--- src/core/dio_port_pkg.sv ---
/*
 constants for the isolated and ttl digital i/o port block.
 assumes a byte-wide i/o bus with ten address lines, decoded in one clock.
*/
package dio_port_pkg;
   // ******************************************
   // address decode
   // ******************************************
   localparam int ADDR_W = 10;               // i/o address lines a9..a0
   localparam int SEL_W = 6;                 // switch compares a9..a4
   localparam int SEL_LSB = 4;               // lowest compared line
   localparam logic [SEL_W-1:0] SEL_DEFAULT = 6'h30; // base 0x300
   localparam logic [SEL_W-1:0] SEL_MIN = 6'h20;     // base 0x200
   localparam logic [3:0] WINDOW_SPAN = 4'h9;        // claimed bytes
   // ******************************************
   // register offsets
   // ******************************************
   localparam logic [3:0] OFS_ISO = 4'h0;    // isolated_io_data
   localparam logic [3:0] OFS_UNUSED = 4'h1; // unused_slot
   localparam logic [3:0] OFS_TTL_LO = 4'h2; // ttl_io_low_byte
   localparam logic [3:0] OFS_TTL_HI = 4'h3; // ttl_io_high_byte
   // ******************************************
   // reset values and interrupt encodings
   // ******************************************
   localparam logic [7:0] OUT_RESET = 8'h00; // outputs off
   localparam logic [7:0] RSVD_READ = 8'h00; // reserved slots read zero
   localparam logic [1:0] SRC_ISO0 = 2'h0;   // isolated input 0
   localparam logic [1:0] SRC_ISO1 = 2'h1;   // isolated input 1
   localparam logic [1:0] SRC_TTL0 = 2'h2;   // ttl input 0
   localparam logic [1:0] SRC_TTL1 = 2'h3;   // ttl input 1
   localparam logic EDGE_RISE = 1'h0;        // default trigger edge
endpackage

--- src/core/isolated_ttl_dio_port.sv ---
/*
 byte-wide isolated and ttl digital i/o port with edge interrupt.
 assumes bus strobes and field inputs are synchronous to CLK.
*/
`timescale 1ns/100ps
module isolated_ttl_dio_port
(
   // clock and reset
   input wire logic CLK,
   input wire logic RST,
   // host i/o bus
   input wire logic [dio_port_pkg::ADDR_W-1:0] ADDR,
   input wire logic [7:0] WDATA,
   input wire logic IOW,
   input wire logic IOR,
   output logic [7:0] RDATA,
   output logic SELECTED,
   // board straps
   input wire logic [dio_port_pkg::SEL_W-1:0] BASE_SELECT_SWITCH,
   input wire logic [1:0] IRQ_SOURCE_JUMPER,
   input wire logic IRQ_EDGE_JUMPER,
   input wire logic IRQ_LINE_JUMPER,
   // field channels
   output logic [7:0] ISOLATED_OUTPUT_CHANNEL,
   input wire logic [7:0] ISOLATED_INPUT_CHANNEL,
   output logic [15:0] TTL_OUTPUT_CHANNEL,
   input wire logic [15:0] TTL_INPUT_CHANNEL,
   // interrupt
   output logic IRQ
);
   import dio_port_pkg::*;
   // ******************************************
   // address decode
   // ******************************************
   logic [ADDR_W-1:0] base_addr; // full base byte address
   logic [ADDR_W-1:0] offset; // distance from base
   logic in_window; // address within claimed bytes
   logic [3:0] ofs; // low offset nibble
   logic [7:0] iso_ff; // isolated output latch
   logic [15:0] ttl_ff; // ttl output latch
   logic [7:0] rdata_ff; // read data register
   logic sel_ff; // claim indication
   logic src_ff; // previous source level
   logic irq_ff; // interrupt pulse register
   logic src_now; // selected source level
   logic fire; // selected edge seen

   // switch value forms a9..a4; a9 is forced so the range stays 0x200..0x3F0
   assign base_addr = {BASE_SELECT_SWITCH | SEL_MIN, 4'h0};
   // the subtraction wraps below base; the first compare keeps that out
   assign offset = ADDR - base_addr;
   assign in_window = (ADDR >= base_addr) && (offset < {6'h00, WINDOW_SPAN});
   assign ofs = offset[3:0];

   // ******************************************
   // output latches
   // ******************************************
   // writes land one clock after the strobe is seen
   always_ff @(posedge CLK) begin
      if (RST) begin
         iso_ff <= OUT_RESET;
         ttl_ff <= {OUT_RESET, OUT_RESET};
      end else if (IOW && in_window) begin
         if (ofs == OFS_ISO) begin
            iso_ff <= WDATA;
         end else if (ofs == OFS_TTL_LO) begin
            ttl_ff[7:0] <= WDATA;
         end else if (ofs == OFS_TTL_HI) begin
            ttl_ff[15:8] <= WDATA;
         end
         // offset one and upper slots: write ignored
      end
   end
   // outputs come straight from the latches, so no decode glitch reaches a pin
   assign ISOLATED_OUTPUT_CHANNEL = iso_ff;
   assign TTL_OUTPUT_CHANNEL = ttl_ff;

   // ******************************************
   // read path
   // ******************************************
   // read data registered, so it trails the strobe by one clock
   always_ff @(posedge CLK) begin
      if (RST) begin
         rdata_ff <= RSVD_READ;
         sel_ff <= 1'b0;
      end else begin
         sel_ff <= (IOR || IOW) && in_window;
         if (IOR && in_window && ofs == OFS_ISO) begin
            rdata_ff <= ISOLATED_INPUT_CHANNEL;
         end else if (IOR && in_window && ofs == OFS_TTL_LO) begin
            rdata_ff <= TTL_INPUT_CHANNEL[7:0];
         end else if (IOR && in_window && ofs == OFS_TTL_HI) begin
            rdata_ff <= TTL_INPUT_CHANNEL[15:8];
         end else begin
            rdata_ff <= RSVD_READ; // offset one and spares read zero
         end
      end
   end
   // spare slots and idle cycles read zero, so a stray read is harmless
   assign RDATA = rdata_ff;
   assign SELECTED = sel_ff;

   // ******************************************
   // edge interrupt
   // ******************************************
   // source picked by the jumper; only the chosen channel can interrupt
   always_comb begin
      case (IRQ_SOURCE_JUMPER)
         SRC_ISO0: src_now = ISOLATED_INPUT_CHANNEL[0];
         SRC_ISO1: src_now = ISOLATED_INPUT_CHANNEL[1];
         SRC_TTL0: src_now = TTL_INPUT_CHANNEL[0];
         default: src_now = TTL_INPUT_CHANNEL[1];
      endcase
   end
   // edge seen between the previous clock and this one
   assign fire = (IRQ_EDGE_JUMPER == EDGE_RISE) ? (src_now && !src_ff)
      : (!src_now && src_ff);

   // one-clock pulse; the line jumper disables the interrupt entirely
   always_ff @(posedge CLK) begin
      if (RST) begin
         // loaded from the source so a high input at release is not taken as an edge
         src_ff <= src_now;
         irq_ff <= 1'b0;
      end else begin
         src_ff <= src_now;
         irq_ff <= fire && IRQ_LINE_JUMPER;
      end
   end
   assign IRQ = irq_ff;
endmodule // isolated_ttl_dio_port

--- config.mk ---
export PLATFORM = sky130hd
export DESIGN_NAME = isolated_ttl_dio_port
export DESIGN_NICKNAME = d
export VERILOG_FILES = /design/src/core/dio_port_pkg.sv /design/src/core/isolated_ttl_dio_port.sv
export SDC_FILE = /design/constraint.sdc
export NUM_CORES = 1
export LEC_CHECK = 0
export ABC_AREA = 0
export BUFFER_PORTS_ARGS = -buffer_cell sky130_fd_sc_hd__buf_2
export CAP_MARGIN = 25
export CELL_PAD_IN_SITES_DETAIL_PLACEMENT = 1
export CELL_PAD_IN_SITES_GLOBAL_PLACEMENT = 1
export CORE_MARGIN = 1
export CORE_UTILIZATION = 29
export DETAILED_ROUTE_END_ITERATION = 6
export GPL_ROUTABILITY_DRIVEN = 0
export PLACE_DENSITY = 0.79
export SYNTH_ARGS = -nofsm -noshare
export SYNTH_HDL_FRONTEND = slang
export SYNTH_SLANG_ARGS = --single-unit
--- constraint.sdc ---
create_clock -name CLK -period 3.6 [get_ports CLK]
set_input_delay 0.54 -clock CLK [delete_from_list [all_inputs] [get_ports CLK]]
set_output_delay 0.54 -clock CLK [all_outputs]
set_load 0.01 [all_outputs]
==> Implementation_results.wiki <==
{| class="wikitable"
! Metric !! Value
|-
| Clock-pin slew on the worst setup and hold paths || 80 ps
|-
| Number of enable flip-flop cells after synthesis || 0
|-
| Number of buffers on the longest clock path || 2
|-
| Startpoint types || input pin
|-
| Total Neg Setup Slack || 0 ps
|-
| First-pass GRT wire length || 7.33 mm
|-
| Slew at the pin with the worst max-slew slack || 770 ps
|-
| Critical path required time || 3760 ps
|-
| Yosys synthesis warning count || 0
|-
| Highest clock frequency the design can meet || 0.377 GHz
|-
| Endpoint class of the critical path || register
|-
| Synthesized instance count || 178
|-
| Max-slew violation count || 0
|-
| Layout Cells excl Fill || 342
|-
| Wirelength, routed || 4.49 mm
|-
| Avg Cell Area, Syn || 9.97 µm²
|-
| Effective utilization at floorplan || 30.0%
|-
| Critical path class || in2reg
|-
| Port Buffers || 88
|-
| Detailed Route Iter0 Violations || 37
|-
| Pin count of the biggest net entering global routing || 36
|-
| Vias in the first global route || 1641
|-
| IR drop worst, VDD || 0.000187 V
|-
| Minimum period implied by the final worst setup slack || 2650 ps
|-
| FFs w/ async S/R, synth || 0%
|-
| Fin Clk Skew || 0.215 ps
|-
| Worst Reg-to-Reg Cells || 4
|-
| Most used flip-flop cell after synthesis || sky130_fd_sc_hd__dfxtp_1
|-
| DP Area || 2260 µm²
|-
| Number of hold-repair buffers added at the cts stage || 0
|-
| Status || completed
|-
| Avg Vias per Cell || 4.57
|-
| Part of the power in the clock network || 42.1%
|-
| Total area of multi-input combinational cells || 990 µm²
|-
| Total I/O pin count || 90
|-
| Worst hold margin || 473 ps
|-
| Worst-path maximum fanout || 8
|-
| Core outline area || 5920 µm²
|-
| Leftover overflow at the end of global routing || 0
|-
| Leading cell type in the layout, fill and taps excluded || sky130_fd_sc_hd__buf_2
|-
| Design internal power || 0.645 mW
|-
| Clock tree from TritonCTS || yes
|-
| Iteration count of the initial detailed-routing pass || 4
|-
| Cell at the root of the clock tree || sky130_fd_sc_hd__clkbuf_8
|-
| Number of buffers created by CTS || 5
|-
| Post-detailed-route count of antenna-violating nets || 0
|-
| Total net switching power || 0.199 mW
|-
| Proportion of synthesized chip area in sequential cells || 39.5%
|-
| Cell count after placement || 334
|-
| Share of post-route cells with drive strength above 1 || 41.9%
|-
| Final hold vios || 0
|-
| Finish-stage setup viols || 0
|-
| Pwr/cell area || 356 nW/µm²
|-
| Leakage power || 1.18 nW
|-
| Net Sw Frac || 23.6%
|-
| Fin worst setup slack || 947 ps
|-
| Max-cap viol count || 0
|-
| Layout overhead on the synthesized area || 33.8%
|-
| Antenna diode count || 0
|-
| Routed length per instance || 13.1 µm
|-
| Initial antenna violation count || 0
|-
| Number of synthesized register bits || 35
|-
| Number of levels the H-tree was split into || 2
|-
| Final design utilization || 40.1%
|-
| Standard-cell rows || 28
|-
| Postcts setup bufs || 0
|-
| Fraction of power consumed by sequential logic || 46.1%
|-
| All-Layer GR Usage || 15.0%
|-
| Setup repair after global routing missed its margin || no
|-
| Net count of the mapped netlist || 240
|-
| Slew HR || 48.3%
|-
| Post-detail-place hpwl || 3.39 mm
|-
| Combined area of all synthesized cells || 1780 µm²
|-
| Via count || 1563
|-
| Number of gates given a new drive strength after cts || 0
|-
| Signal arrival time at the worst endpoint || 2810 ps
|-
| Clock sink count || 35
|-
| Most frequent cells in the layout || sky130_fd_sc_hd__buf_2 (88), sky130_fd_sc_hd__nand2b_1 (43), sky130_fd_sc_hd__dfxtp_1 (35)
|-
| Sum of internal, switching and leakage power || 0.844 mW
|-
| Share of total power in combinational logic || 11.8%
|-
| Post-route clock period utilization || 73.7%
|-
| Nets@finish || 328
|-
| Die boundary height || 80.2 µm
|-
| Clock latency at the later pin of the worst-skew pair || 290 ps
|-
| Horiz. Die Dim || 80.2 µm
|-
| Fill count || 727
|-
| DRC violations left || 0
|-
| Footprint of the flip-flops and latches || 701 µm²
|-
| Class of the tightest hold or removal check || reg2reg
|-
| DIE AREA || 6440 µm²
|-
| Number of cells traversed by the worst hold path || 2
|-
| Final cell area excluding filler cells || 2370 µm²
|-
| Distinct cell type count of the synthesized netlist || 30
|-
| Worst slack at placement || 586 ps
|}
## sequential cells by signal, summed over array words and instances, names as in the netlist
signal                   cells
ISOLATED_OUTPUT_CHANNEL      8
IRQ                          1
TTL_OUTPUT_CHANNEL          16
RDATA                        8
src_ff                       1
SELECTED                     1
## kinds of logic (layout without fill, tap and decap cells)
logic type                 Yosys count  in the layout  share of synthesized area [%]
muxes                               26             26                           15.4
xor gates and xnor gates             2              2                          0.987
AOI/OAI and AO/OA                   13             13                           5.29
DFF                                 35             35                           39.5
buffers and inverters               15            104                           4.79
adders and majority gates            6              6                           4.65
and+or+nand+nor                     81             81                           29.5
## worst paths after layout
kind,start,to,slack [ps]
setup / recovery,ADDR[4],ISOLATED_OUTPUT_CHANNEL[4],950
hold / removal,TTL_OUTPUT_CHANNEL[10],TTL_OUTPUT_CHANNEL[10],470
setup reg to reg,src_ff,IRQ,2840
hold reg to reg,TTL_OUTPUT_CHANNEL[10],TTL_OUTPUT_CHANNEL[10],470
## metal layers
metal | track usage, % | routed length (µm) | vias up
met3 | 4.77 | 330 | 7
met4 | 5.36 | 62 | 0
met1 | 15.7 | 1890 | 715
li1 | - | - | 784
met5 | 0 | 0 | -
met2 | 27.9 | 2200 | 57
## Yosys cell counts (2+ instances only)
| cell | n | area [µm²] |
|---|---|---|
| sky130_fd_sc_hd__ha_1 | 5 | 62.6 |
| sky130_fd_sc_hd__a22oi_1 | 8 | 60.1 |
| sky130_fd_sc_hd__xor2_1 | 2 | 17.5 |
| sky130_fd_sc_hd__nand2b_1 | 43 | 269 |
| sky130_fd_sc_hd__mux2i_1 | 25 | 250 |
| sky130_fd_sc_hd__nor3_2 | 9 | 90.1 |
| sky130_fd_sc_hd__clkbuf_1 | 4 | 15.0 |
| sky130_fd_sc_hd__nand3b_1 | 2 | 15.0 |
| sky130_fd_sc_hd__nand2_1 | 4 | 15.0 |
| sky130_fd_sc_hd__nor2_1 | 12 | 45.0 |
| sky130_fd_sc_hd__nand3_1 | 2 | 10.0 |
| sky130_fd_sc_hd__a21oi_1 | 2 | 10.0 |
| sky130_fd_sc_hd__dfxtp_1 | 35 | 701 |
| sky130_fd_sc_hd__or4_1 | 3 | 22.5 |
| sky130_fd_sc_hd__inv_1 | 6 | 22.5 |
| sky130_fd_sc_hd__buf_6 | 2 | 22.5 |
## area by class of cell
| type | count | share of cell area (%) |
|---|---|---|
| timing repair buffer | 90 | 19.2 |
| sequential | 35 | 29.5 |
| tap | 75 | 3.95 |
| multi-input combinational | 128 | 41.7 |
| clock inverter | 3 | 1.84 |
| inverter | 6 | 0.948 |
| clock buffer | 5 | 2.90 |
## power by group through the flow
stage	sequential [mW]	combinational (mW)	clock, mW
floorplan	0.399	0.0569	0
global placement	0.398	0.0981	0
detailed placement	0.398	0.101	0
CTS	0.389	0.102	0.368
global route	0.389	0.113	0.384
finish	0.389	0.0999	0.355
## worst max-delay path: stages
cell                       delay, ps
sky130_fd_sc_hd__buf_2            80
sky130_fd_sc_hd__inv_1            30
sky130_fd_sc_hd__ha_1            210
sky130_fd_sc_hd__fa_1            400
sky130_fd_sc_hd__nand2b_1        180
sky130_fd_sc_hd__a21oi_2         140
sky130_fd_sc_hd__mux2i_1         170
sky130_fd_sc_hd__or4_1           850
sky130_fd_sc_hd__mux2i_1         210
(Power assumes the default switching activity.)
